[src/design/acs_pkg.sv]
package acs_pkg;
	// Word addresses of the register file on the bus
	localparam logic [7:0] ACS_ADDR_CTRL_FIRST = 8'h00;
	localparam logic [7:0] ACS_ADDR_CTRL_SECOND = 8'h04;
	localparam logic [7:0] ACS_ADDR_RESULT_HIGH = 8'h08;
	localparam logic [7:0] ACS_ADDR_RESULT_LOW = 8'h0c;
	localparam logic [7:0] ACS_ADDR_BANDGAP = 8'h10;
	localparam logic [7:0] ACS_ADDR_IRQ_CTRL = 8'h14;
	localparam int ACS_ADDR_W = 8;

	// conv_control_first fields
	localparam int ACS_F_START = 7;
	localparam int ACS_F_BUSY = 6;
	localparam int ACS_F_POWER = 5;
	localparam int ACS_F_FORMAT = 4;
	localparam int ACS_F_CHAN_LSB = 0;
	localparam int ACS_CHAN_W = 4;
	// conv_control_second fields
	localparam int ACS_F_SRC_LSB = 5;
	localparam int ACS_SRC_W = 3;
	localparam int ACS_F_REF_LSB = 3;
	localparam int ACS_REF_W = 2;
	localparam int ACS_F_DIV_LSB = 0;
	localparam int ACS_DIV_W = 3;
	// bandgap_control and irq control fields
	localparam int ACS_F_BG_EN = 0;
	localparam int ACS_F_GIE = 0;
	localparam int ACS_F_CIE = 1;
	localparam int ACS_F_FLAG = 2;

	localparam logic [7:0] ACS_CTRL_FIRST_RST = 8'h00;
	localparam logic [7:0] ACS_CTRL_SECOND_RST = 8'h00;
	localparam logic [7:0] ACS_BANDGAP_RST = 8'h00;

	// Codes of the analog path selectors
	localparam logic [ACS_REF_W-1:0] ACS_REF_SUPPLY = 2'h1;
	localparam logic [ACS_CHAN_W-1:0] ACS_CHAN_FIRST_NONE = 4'h4;
	localparam logic [ACS_SRC_W-1:0] ACS_SRC_EXT_A = 3'h0;
	localparam logic [ACS_SRC_W-1:0] ACS_SRC_EXT_B_LO = 3'h5;

	// Converter clock periods per phase, and width of the clock divider counter
	localparam logic [3:0] ACS_SAMPLE_TICKS = 4'h4;
	localparam logic [3:0] ACS_CONVERT_TICKS = 4'hc;
	localparam int ACS_DIV_CNT_W = 7;

	typedef enum logic [1:0] {
		ACS_ST_IDLE = 2'b00,
		ACS_ST_SAMPLE = 2'b01,
		ACS_ST_CONVERT = 2'b10
	} acs_state_e;
endpackage : acs_pkg

[src/design/acs_sequencer.sv]
`timescale 1ns/1ps
module acs_sequencer #(
	parameter int RES_W = 12
) (
	input wire logic clk_i,
	input wire logic rst_i,
	input wire logic wb_cyc_i,
	input wire logic wb_stb_i,
	input wire logic wb_we_i,
	input wire logic [acs_pkg::ACS_ADDR_W-1:0] wb_adr_i,
	input wire logic [3:0] wb_sel_i,
	input wire logic [31:0] wb_dat_i,
	output logic [31:0] wb_dat_o,
	output logic wb_ack_o,
	input wire logic [RES_W-1:0] quant_data_i,
	output logic conv_power_o,
	output logic sample_o,
	output logic convert_o,
	output logic conv_clk_tick_o,
	output logic ext_channel_valid_o,
	output logic [acs_pkg::ACS_CHAN_W-1:0] ext_channel_o,
	output logic [acs_pkg::ACS_SRC_W-1:0] internal_source_o,
	output logic ref_supply_o,
	output logic bandgap_enable_o,
	output logic bandgap_oe_o,
	output logic irq_o
);
	import acs_pkg::*;

	if (RES_W != 12) begin : g_check
		$error("acs_sequencer supports a 12-bit result only");
	end

	function automatic logic is_external(input logic [ACS_SRC_W-1:0] src);
		is_external = (src == ACS_SRC_EXT_A) || (src >= ACS_SRC_EXT_B_LO);
	endfunction : is_external

	function automatic logic [ACS_DIV_CNT_W-1:0] div_limit(input logic [ACS_DIV_W-1:0] sel);
		div_limit = ACS_DIV_CNT_W'((8'h01 << sel) - 8'h01);
	endfunction : div_limit

	logic start_q, start_d;
	logic power_q, power_d;
	logic format_q, format_d;
	logic [ACS_CHAN_W-1:0] chan_q, chan_d;
	logic [ACS_SRC_W-1:0] src_q, src_d;
	logic [ACS_REF_W-1:0] ref_q, ref_d;
	logic [ACS_DIV_W-1:0] div_sel_q, div_sel_d;
	logic bg_en_q, bg_en_d;
	logic gie_q, gie_d;
	logic cie_q, cie_d;
	logic flag_q, flag_d;
	logic ack_q, ack_d;
	logic [31:0] rdat_q, rdat_d;
	logic [RES_W-1:0] res_q, res_d;
	acs_state_e state_q, state_d;
	logic [ACS_DIV_CNT_W-1:0] div_cnt_q, div_cnt_d;
	logic [3:0] phase_q, phase_d;
	logic tick_q, tick_d;
	logic busy;
	logic req;
	logic wr;
	logic start_fall;
	logic conv_done;
	logic [7:0] res_high;
	logic [7:0] res_low;
	logic [7:0] ctrl_first;
	logic [7:0] ctrl_second;

	assign busy = (state_q != ACS_ST_IDLE);
	assign req = wb_cyc_i && wb_stb_i && !ack_q;
	assign wr = req && wb_we_i && wb_sel_i[0];
	assign start_fall = start_q && !start_d;
	assign conv_done = (state_q == ACS_ST_CONVERT) && tick_d && (phase_q == ACS_CONVERT_TICKS - 4'h1)
		&& !start_q && power_q;

	// Format 0 puts the top 8 bits high, format 1 right-justifies
	assign res_high = format_q ? {4'h0, res_q[11:8]} : res_q[11:4];
	assign res_low = format_q ? res_q[7:0] : {res_q[3:0], 4'h0};
	assign ctrl_first = {start_q, busy, power_q, format_q, chan_q};
	assign ctrl_second = {src_q, ref_q, div_sel_q};

	// Register file and bus slave
	always_comb begin
		start_d = start_q;
		power_d = power_q;
		format_d = format_q;
		chan_d = chan_q;
		src_d = src_q;
		ref_d = ref_q;
		div_sel_d = div_sel_q;
		bg_en_d = bg_en_q;
		gie_d = gie_q;
		cie_d = cie_q;
		flag_d = flag_q;
		ack_d = req;
		rdat_d = 32'h0;
		if (wr) begin
			unique case (wb_adr_i)
				ACS_ADDR_CTRL_FIRST: begin
					start_d = wb_dat_i[ACS_F_START];
					power_d = wb_dat_i[ACS_F_POWER];
					format_d = wb_dat_i[ACS_F_FORMAT];
					chan_d = wb_dat_i[ACS_F_CHAN_LSB +: ACS_CHAN_W];
				end
				ACS_ADDR_CTRL_SECOND: begin
					src_d = wb_dat_i[ACS_F_SRC_LSB +: ACS_SRC_W];
					ref_d = wb_dat_i[ACS_F_REF_LSB +: ACS_REF_W];
					div_sel_d = wb_dat_i[ACS_F_DIV_LSB +: ACS_DIV_W];
				end
				ACS_ADDR_BANDGAP: begin
					bg_en_d = wb_dat_i[ACS_F_BG_EN];
				end
				ACS_ADDR_IRQ_CTRL: begin
					gie_d = wb_dat_i[ACS_F_GIE];
					cie_d = wb_dat_i[ACS_F_CIE];
					flag_d = wb_dat_i[ACS_F_FLAG];
				end
				default: begin
				end
			endcase
		end
		if (conv_done) begin
			flag_d = 1'b1;
		end
		if (req && !wb_we_i) begin
			unique case (wb_adr_i)
				ACS_ADDR_CTRL_FIRST: rdat_d = {24'h0, ctrl_first};
				ACS_ADDR_CTRL_SECOND: rdat_d = {24'h0, ctrl_second};
				ACS_ADDR_RESULT_HIGH: rdat_d = {24'h0, res_high};
				ACS_ADDR_RESULT_LOW: rdat_d = {24'h0, res_low};
				ACS_ADDR_BANDGAP: rdat_d = {31'h0, bg_en_q};
				ACS_ADDR_IRQ_CTRL: rdat_d = {29'h0, flag_q, cie_q, gie_q};
				default: rdat_d = 32'h0;
			endcase
		end
	end

	always_ff @(posedge clk_i) begin
		if (rst_i) begin
			start_q <= ACS_CTRL_FIRST_RST[ACS_F_START];
			power_q <= ACS_CTRL_FIRST_RST[ACS_F_POWER];
			format_q <= ACS_CTRL_FIRST_RST[ACS_F_FORMAT];
			chan_q <= ACS_CTRL_FIRST_RST[ACS_F_CHAN_LSB +: ACS_CHAN_W];
			src_q <= ACS_CTRL_SECOND_RST[ACS_F_SRC_LSB +: ACS_SRC_W];
			ref_q <= ACS_CTRL_SECOND_RST[ACS_F_REF_LSB +: ACS_REF_W];
			div_sel_q <= ACS_CTRL_SECOND_RST[ACS_F_DIV_LSB +: ACS_DIV_W];
			bg_en_q <= ACS_BANDGAP_RST[ACS_F_BG_EN];
			gie_q <= 1'b0;
			cie_q <= 1'b0;
			flag_q <= 1'b0;
			ack_q <= 1'b0;
			rdat_q <= 32'h0;
		end else begin
			start_q <= start_d;
			power_q <= power_d;
			format_q <= format_d;
			chan_q <= chan_d;
			src_q <= src_d;
			ref_q <= ref_d;
			div_sel_q <= div_sel_d;
			bg_en_q <= bg_en_d;
			gie_q <= gie_d;
			cie_q <= cie_d;
			flag_q <= flag_d;
			ack_q <= ack_d;
			rdat_q <= rdat_d;
		end
	end

	// Conversion sequencer; runs on its own so the bus never waits on it
	always_comb begin
		state_d = state_q;
		div_cnt_d = div_cnt_q;
		phase_d = phase_q;
		res_d = res_q;
		tick_d = busy && (div_cnt_q == div_limit(div_sel_q));
		if (busy) begin
			div_cnt_d = tick_d ? '0 : div_cnt_q + 7'h1;
		end
		unique case (state_q)
			ACS_ST_IDLE: begin
			end
			ACS_ST_SAMPLE: begin
				if (tick_d) begin
					phase_d = phase_q + 4'h1;
					if (phase_q == ACS_SAMPLE_TICKS - 4'h1) begin
						state_d = ACS_ST_CONVERT;
						phase_d = 4'h0;
					end
				end
			end
			ACS_ST_CONVERT: begin
				if (tick_d) begin
					phase_d = phase_q + 4'h1;
				end
				if (conv_done) begin
					state_d = ACS_ST_IDLE;
					res_d = quant_data_i;
				end
			end
			default: state_d = ACS_ST_IDLE;
		endcase
		if (start_q || !power_q) begin
			state_d = ACS_ST_IDLE;
			div_cnt_d = '0;
			phase_d = 4'h0;
		end
		// Start falling wins over the reset that start high holds
		if (start_fall && power_q) begin
			state_d = ACS_ST_SAMPLE;
			div_cnt_d = '0;
			phase_d = 4'h0;
		end
	end

	always_ff @(posedge clk_i) begin
		if (rst_i) begin
			state_q <= ACS_ST_IDLE;
			div_cnt_q <= '0;
			phase_q <= 4'h0;
			tick_q <= 1'b0;
			res_q <= '0;
		end else begin
			state_q <= state_d;
			div_cnt_q <= div_cnt_d;
			phase_q <= phase_d;
			tick_q <= tick_d;
			res_q <= res_d;
		end
	end

	assign wb_ack_o = ack_q;
	assign wb_dat_o = rdat_q;
	assign conv_power_o = power_q;
	assign sample_o = (state_q == ACS_ST_SAMPLE);
	assign convert_o = (state_q == ACS_ST_CONVERT);
	assign conv_clk_tick_o = tick_q;
	assign ext_channel_valid_o = power_q && is_external(src_q) && (chan_q < ACS_CHAN_FIRST_NONE);
	assign ext_channel_o = chan_q;
	assign internal_source_o = is_external(src_q) ? ACS_SRC_EXT_A : src_q;
	assign ref_supply_o = (ref_q == ACS_REF_SUPPLY);
	assign bandgap_enable_o = bg_en_q;
	assign bandgap_oe_o = bg_en_q;
	assign irq_o = flag_q && gie_q && cie_q;

	AST_BG_HIZ: assert property (@(posedge clk_i) disable iff (rst_i)
		!bg_en_q |-> !bandgap_oe_o && !bandgap_enable_o)
		else $error("bandgap output driven while disabled");

	AST_SAMPLE_FOUR: assert property (@(posedge clk_i) disable iff (rst_i)
		(state_q == ACS_ST_SAMPLE && div_sel_q == 3'h0 && !start_q && power_q && $past(state_q) == ACS_ST_IDLE)
		##1 (!start_q && power_q && div_sel_q == 3'h0)[*3] |=> (state_q == ACS_ST_CONVERT))
		else $error("sampling phase is not four converter clocks");

	AST_DIV_TWO: assert property (@(posedge clk_i) disable iff (rst_i)
		(tick_d && busy && div_sel_q == 3'h1 && !start_q && power_q) |=> !tick_d)
		else $error("divide-by-two tick came too soon");

	AST_POWER_OFF: assert property (@(posedge clk_i) disable iff (rst_i)
		!power_q |=> !busy)
		else $error("converter kept running with power off");

	AST_EXT_ROUTE: assert property (@(posedge clk_i) disable iff (rst_i)
		ext_channel_valid_o |-> is_external(src_q) && chan_q < 4'h4)
		else $error("pin connected while path must be open");

	AST_IRQ_GATE: assert property (@(posedge clk_i) disable iff (rst_i)
		irq_o |-> gie_q && cie_q && flag_q)
		else $error("interrupt without both enables");

	AST_START_HIGH: assert property (@(posedge clk_i) disable iff (rst_i)
		(start_q && !start_fall) |=> !busy)
		else $error("converter not held reset while start is high");

	AST_FLAG_AT_DONE: assert property (@(posedge clk_i) disable iff (rst_i)
		(busy && conv_done) |=> !busy && flag_q && res_q == $past(quant_data_i))
		else $error("flag or result missing at end of conversion");

	AST_BUSY_SAMPLE: assert property (@(posedge clk_i) disable iff (rst_i)
		$rose(busy) |-> state_q == ACS_ST_SAMPLE && phase_q == 4'h0 && $past(start_q))
		else $error("busy rose without a start falling edge");

	AST_BUS_ACK: assert property (@(posedge clk_i) disable iff (rst_i)
		(wb_cyc_i && wb_stb_i && !ack_q) |=> wb_ack_o ##1 !wb_ack_o)
		else $error("bus answer not a single-cycle ack");

	// Converter ticks seen in the running conversion, used only by the checks below
	logic [4:0] chk_ticks_q, chk_ticks_d;
	always_comb begin
		chk_ticks_d = busy ? chk_ticks_q + {4'h0, tick_d} : 5'h0;
	end

	always_ff @(posedge clk_i) begin
		if (rst_i) begin
			chk_ticks_q <= 5'h0;
		end else begin
			chk_ticks_q <= chk_ticks_d;
		end
	end

	AST_SAMPLE_TICKS: assert property (@(posedge clk_i) disable iff (rst_i)
		(state_q == ACS_ST_SAMPLE && state_d == ACS_ST_CONVERT)
		|-> chk_ticks_q == {1'b0, ACS_SAMPLE_TICKS} - 5'h01)
		else $error("sampling phase did not last four converter clocks");

	AST_CONV_TICKS: assert property (@(posedge clk_i) disable iff (rst_i)
		conv_done |-> chk_ticks_q == {1'b0, ACS_SAMPLE_TICKS} + {1'b0, ACS_CONVERT_TICKS} - 5'h01)
		else $error("conversion did not last sixteen converter clocks");

	AST_DIV_FOUR: assert property (@(posedge clk_i) disable iff (rst_i)
		(tick_d && busy && div_sel_q == 3'h2 && !start_q && power_q) |=> !tick_d [*3])
		else $error("divide-by-four tick came too soon");

	AST_NO_STALL: assert property (@(posedge clk_i) disable iff (rst_i)
		(busy && wb_cyc_i && wb_stb_i && !ack_q) |=> wb_ack_o)
		else $error("bus stalled while converting");

	AST_FLAG_HOLD: assert property (@(posedge clk_i) disable iff (rst_i)
		(flag_q && !(wr && wb_adr_i == ACS_ADDR_IRQ_CTRL)) |=> flag_q)
		else $error("request flag dropped without a write");

	AST_RESULT_HOLD: assert property (@(posedge clk_i) disable iff (rst_i)
		!conv_done |=> $stable(res_q))
		else $error("result changed outside the end of a conversion");
endmodule : acs_sequencer
[config.mk]
export PLATFORM = sky130hd
export DESIGN_NAME = acs_sequencer
export DESIGN_NICKNAME = d
export VERILOG_FILES = /design/src/design/acs_pkg.sv /design/src/design/acs_sequencer.sv
export SDC_FILE = /design/constraint.sdc
export NUM_CORES = 1
export LEC_CHECK = 0
export BUFFER_PORTS_ARGS = -buffer_cell sky130_fd_sc_hd__buf_2
export CORE_ASPECT_RATIO = 0.5
export CORE_MARGIN = 3
export CORE_UTILIZATION = 44
export CTS_BUF_LIST = sky130_fd_sc_hd__clkbuf_4 sky130_fd_sc_hd__clkbuf_8
export CTS_CLUSTER_DIAMETER = 30
export CTS_CLUSTER_SIZE = 28
export DETAILED_ROUTE_END_ITERATION = 10
export HOLD_SLACK_MARGIN = 0.08
export PLACE_DENSITY = 0.75
export RECOVER_POWER = 50
export SLEW_MARGIN = 5
export SYNTH_ARGS = -nofsm -noshare
export SYNTH_HDL_FRONTEND = slang
export SYNTH_SLANG_ARGS = --single-unit
export TNS_END_PERCENT = 20
[constraint.sdc]
create_clock -name clk_i -period 2.9 [get_ports clk_i]
set_clock_uncertainty 0.1 [all_clocks]
set_input_delay 0.435 -clock clk_i [delete_from_list [all_inputs] [get_ports clk_i]]
set_output_delay 0.435 -clock clk_i [all_outputs]
set_load 0.01 [all_outputs]
==> results.py <==
metrics = {
    "setup_path": {
        "crit_fanout": 13,
        "critPathBufInv": 2,
        "cp_cell_sequence": "inv_1 > nand2_1 > ha_1 > or4bb_1 > o221ai_1 > a211oi_2 > nor4_4 > buf_12 > mux2i_1 > nor2_1",
        "worstSetupEndpointType": "flop",
        "ff2ff_setup_slack_ps": 190,
        "reg2reg_from": "div_sel_q[0]",
        "crit_start": "div_sel_q[0]",
        "worst_path_dominant_cell_family": "simple AND/OR/NAND/NOR gates",
        "cp_data_arrival_time_ps": 2810,
        "start_kind": "flop",
        "worstPathRequired_ps": 3000,
        "path_class": "flop to flop",
        "timing.rr.end": "res_q[6]",
        "r2r_cells": 10,
        "slowest_delay_ps": 510,
        "cp_slowest_cell": "or4bb_1",
    },
    "drt": {
        "drt-pass1-iter-count": 4,
        "drtIter0Drc": 110,
        "avgViaCountPerCell": 5.248,
        "drc_errors": 0,
        "drt_wl_total_mm": 6.820,
        "avgRoutedWirePerCell_um": 13.86,
        "ant_nets": 0,
        "route.vias.total": 2582,
    },
    "sta": {
        "timing.hold.ws_ps": 251.7,
        "fmax_mhz": 369.4,
        "hold_viol_final": 0,
        "min_period_over_period_pct": 93.36,
        "setup_violations": 0,
        "final_max_slew_viol_count": 0,
        "slew_headroom_pct": 45.43,
        "worstMarginPinSlew_ps": 805.8,
        "period_needed_ps": 2707,
        "rsz0062_at_grt": "yes",
        "fin_tns_setup_ps": 0,
    },
    "place": {
        "dp_cells": 484,
        "dpl_cell_area_um2": 3268,
        "io_buffers": 58,
        "place_congestion": 0.8326,
        "dp_hpwl_mm": 5.020,
    },
    "synthesis": {
        "synthesis.area_um2": 2969,
        "synthCells": 349,
        "async_reset_ff_share_pct": 0,
        "yosysUniqueCellTypes": 52,
        "ys.flop_type": "dfxtp_1",
        "yosysTopAreaCellShare_pct": 36.41,
        "yosys_register_bits": 54,
        "synth_top_area_cell": "dfxtp_1",
        "ys_top_cells_by_area": "dfxtp_1 (36%), mux2i_1 (9.8%), nor2_1 (6.4%)",
        "yosys_warnings": 0,
        "synth_edf_count": 0,
        "avgSynthCellArea_um2": 8.507,
        "synth_seq_area_share_pct": 36.41,
    },
    "floorplan": {
        "rows": 20,
        "initial_core_util_pct": 47.08,
        "die_w_um": 122.2,
        "fp.dieH_um": 64.09,
        "dieArea_um2": 7829,
        "design.core.area_um2": 6306,
        "io-pin-count": 110,
    },
    "grt": {
        "grt_overflow": 0,
        "grt_pass1_wl_mm": 11.07,
        "grt_usage_pct": 17.40,
        "grt_pass1_vias": 2276,
        "antenna_found_initial": 0,
        "grt_max_degree": 33,
    },
    "cts": {
        "htreeDepth": 2,
        "worst_skew_pair.late_latency_ps": 310,
        "path_clk_slew_ps": 100,
        "tritoncts": "done",
        "post_cts_buffers": 0,
        "cts_root_buffer": "clkbuf_8",
        "numCtsBuffers": 5,
        "cts.sinks": 54,
        "cts_buffer_depth": 2,
    },
    "cells_and_area": {
        "final_util_pct": 52.98,
        "seq_area_um2": 1082,
        "area_growth_pct": 12.52,
        "drive_gt1_share_pct": 15.59,
        "diodes": 0,
        "fin_cells": 492,
        "n_fill_cell": 626,
        "multiInputGateArea_um2": 1680,
        "design_area_um2": 3341,
        "nets": 467,
    },
    "min_path": {
        "hold_depth": 3,
        "min_to": "res_q[1]",
        "hp-start": "quant_data_i[1]",
        "worstHoldPathType": "input port to flop",
    },
    "pwr": {
        "ir_worst_vdd_v": 0.0002796,
        "p_leak_nw": 1.297,
        "cellPowerDensity_nw_per_um2": 398.2,
    },
    "status": {
        "status": "finished clean",
    },
    "flow_run": {
        "drv_cap": 0,
    },
}
where the power goes:
group          total [mW]  internal (mW)  switching [mW]
sequential          0.742          0.741        0.000541
combinational      0.0739         0.0238          0.0501
clock               0.514          0.267           0.247
cells in the mapped netlist (3+ instances only):
library cell  number
nand2b_1           5
nor3b_1            3
inv_1              3
a21oi_1           15
xnor2_1            6
o21ai_0            9
or4bb_1            3
nor2_1            51
xor2_1             6
nor3_1             6
and3_1             5
buf_4             25
dfxtp_1           54
a32oi_1            3
nand4_1            5
mux2i_1           29
nand2_1           28
nor2b_1            6
mux2_2             5
nand3_1           17
a22oi_1            5
buf_2              3
clkbuf_1          14
ha_1               3
a31oi_1            3
tightest hold or removal path: stages:
cell	delay, ps
buf_2	70
mux2i_1	50
nor2_1	70
cells in the final DEF (no fill, tap or decap), types with 6 or more instances in the layout:
cell type / n
conb_1: 24
buf_2: 33
a21oi_1: 15
nor2b_1: 6
nand3_1: 17
clkbuf_1: 28
nor3_1: 6
buf_4: 7
mux2i_1: 29
nand2_1: 28
xnor2_1: 6
dfxtp_1: 53
o21ai_0: 9
xor2_1: 6
nor2_1: 51
stage by stage:
| step | total power, mW | setup WS, ps |
|---|---|---|
| after floorplan | 0.8200 | 132.3 |
| after global placement | 0.8320 | 204.2 |
| after detailed placement | 0.8324 | 119.3 |
| after CTS | 1.340 | 96.80 |
| after global routing | 1.379 | -11.58 |
| final | 1.330 | 192.5 |
cells by family after synthesis:
kind of cell	count (synthesis)	synth area share, %
flops	54	36.41
simple gates	144	24.86
compound gates	53	12.22
mux	34	11.67
other cells	1	0.1263
fa+ha+maj	3	1.264
xor+xnor	12	3.540
buf+inv	48	9.903
flip-flops by register name (all words and copies together) (netlist names), 2 cells and up:
| signal | flops |
|---|---|
| div_cnt_q | 7 |
| div_sel_q | 3 |
| ext_channel_o | 4 |
| phase_q | 4 |
| ref_q | 2 |
| res_q | 12 |
| src_q | 3 |
| state_q | 2 |
| wb_dat_o | 8 |
how the worst max path moves through the flow:
| stage | cells after the start | end | slack, ps |
|---|---|---|---|
| after floorplan | 12 | res_q[0] | 130 |
| after global placement | 10 | res_q[7] | 200 |
| after detailed placement | 10 | res_q[6] | 120 |
| after CTS | 10 | res_q[6] | 100 |
| after global routing | 10 | phase_q[0] | -10 |
| final | 10 | res_q[6] | 190 |
what timing repair did:
| action | CTS | global route |
|---|---|---|
| setup endpoints to repair | 0 | 14 |
| gates resized for setup | 0 | 1 |
| hold buffers | 0 | 0 |
final cells by class:
cell class,instances,area share [%]
clock buffers,6,2.285
clock inverters,2,1.124
inverters,3,0.3371
multi-input cells,270,50.30
flip-flops and latches,54,32.40
well taps,88,3.296
repair buffers,69,10.26
layer usage:
layer  up-vias  GRT usage (%)  routed length [um]
li1       1285              -                   -
met1      1181          25.05                3412
met2       109          26.79                2826
met3         7          3.714                 508
met4         0          3.766                  72
met5         -              0                   0
Power figures use the tool's default switching activity.
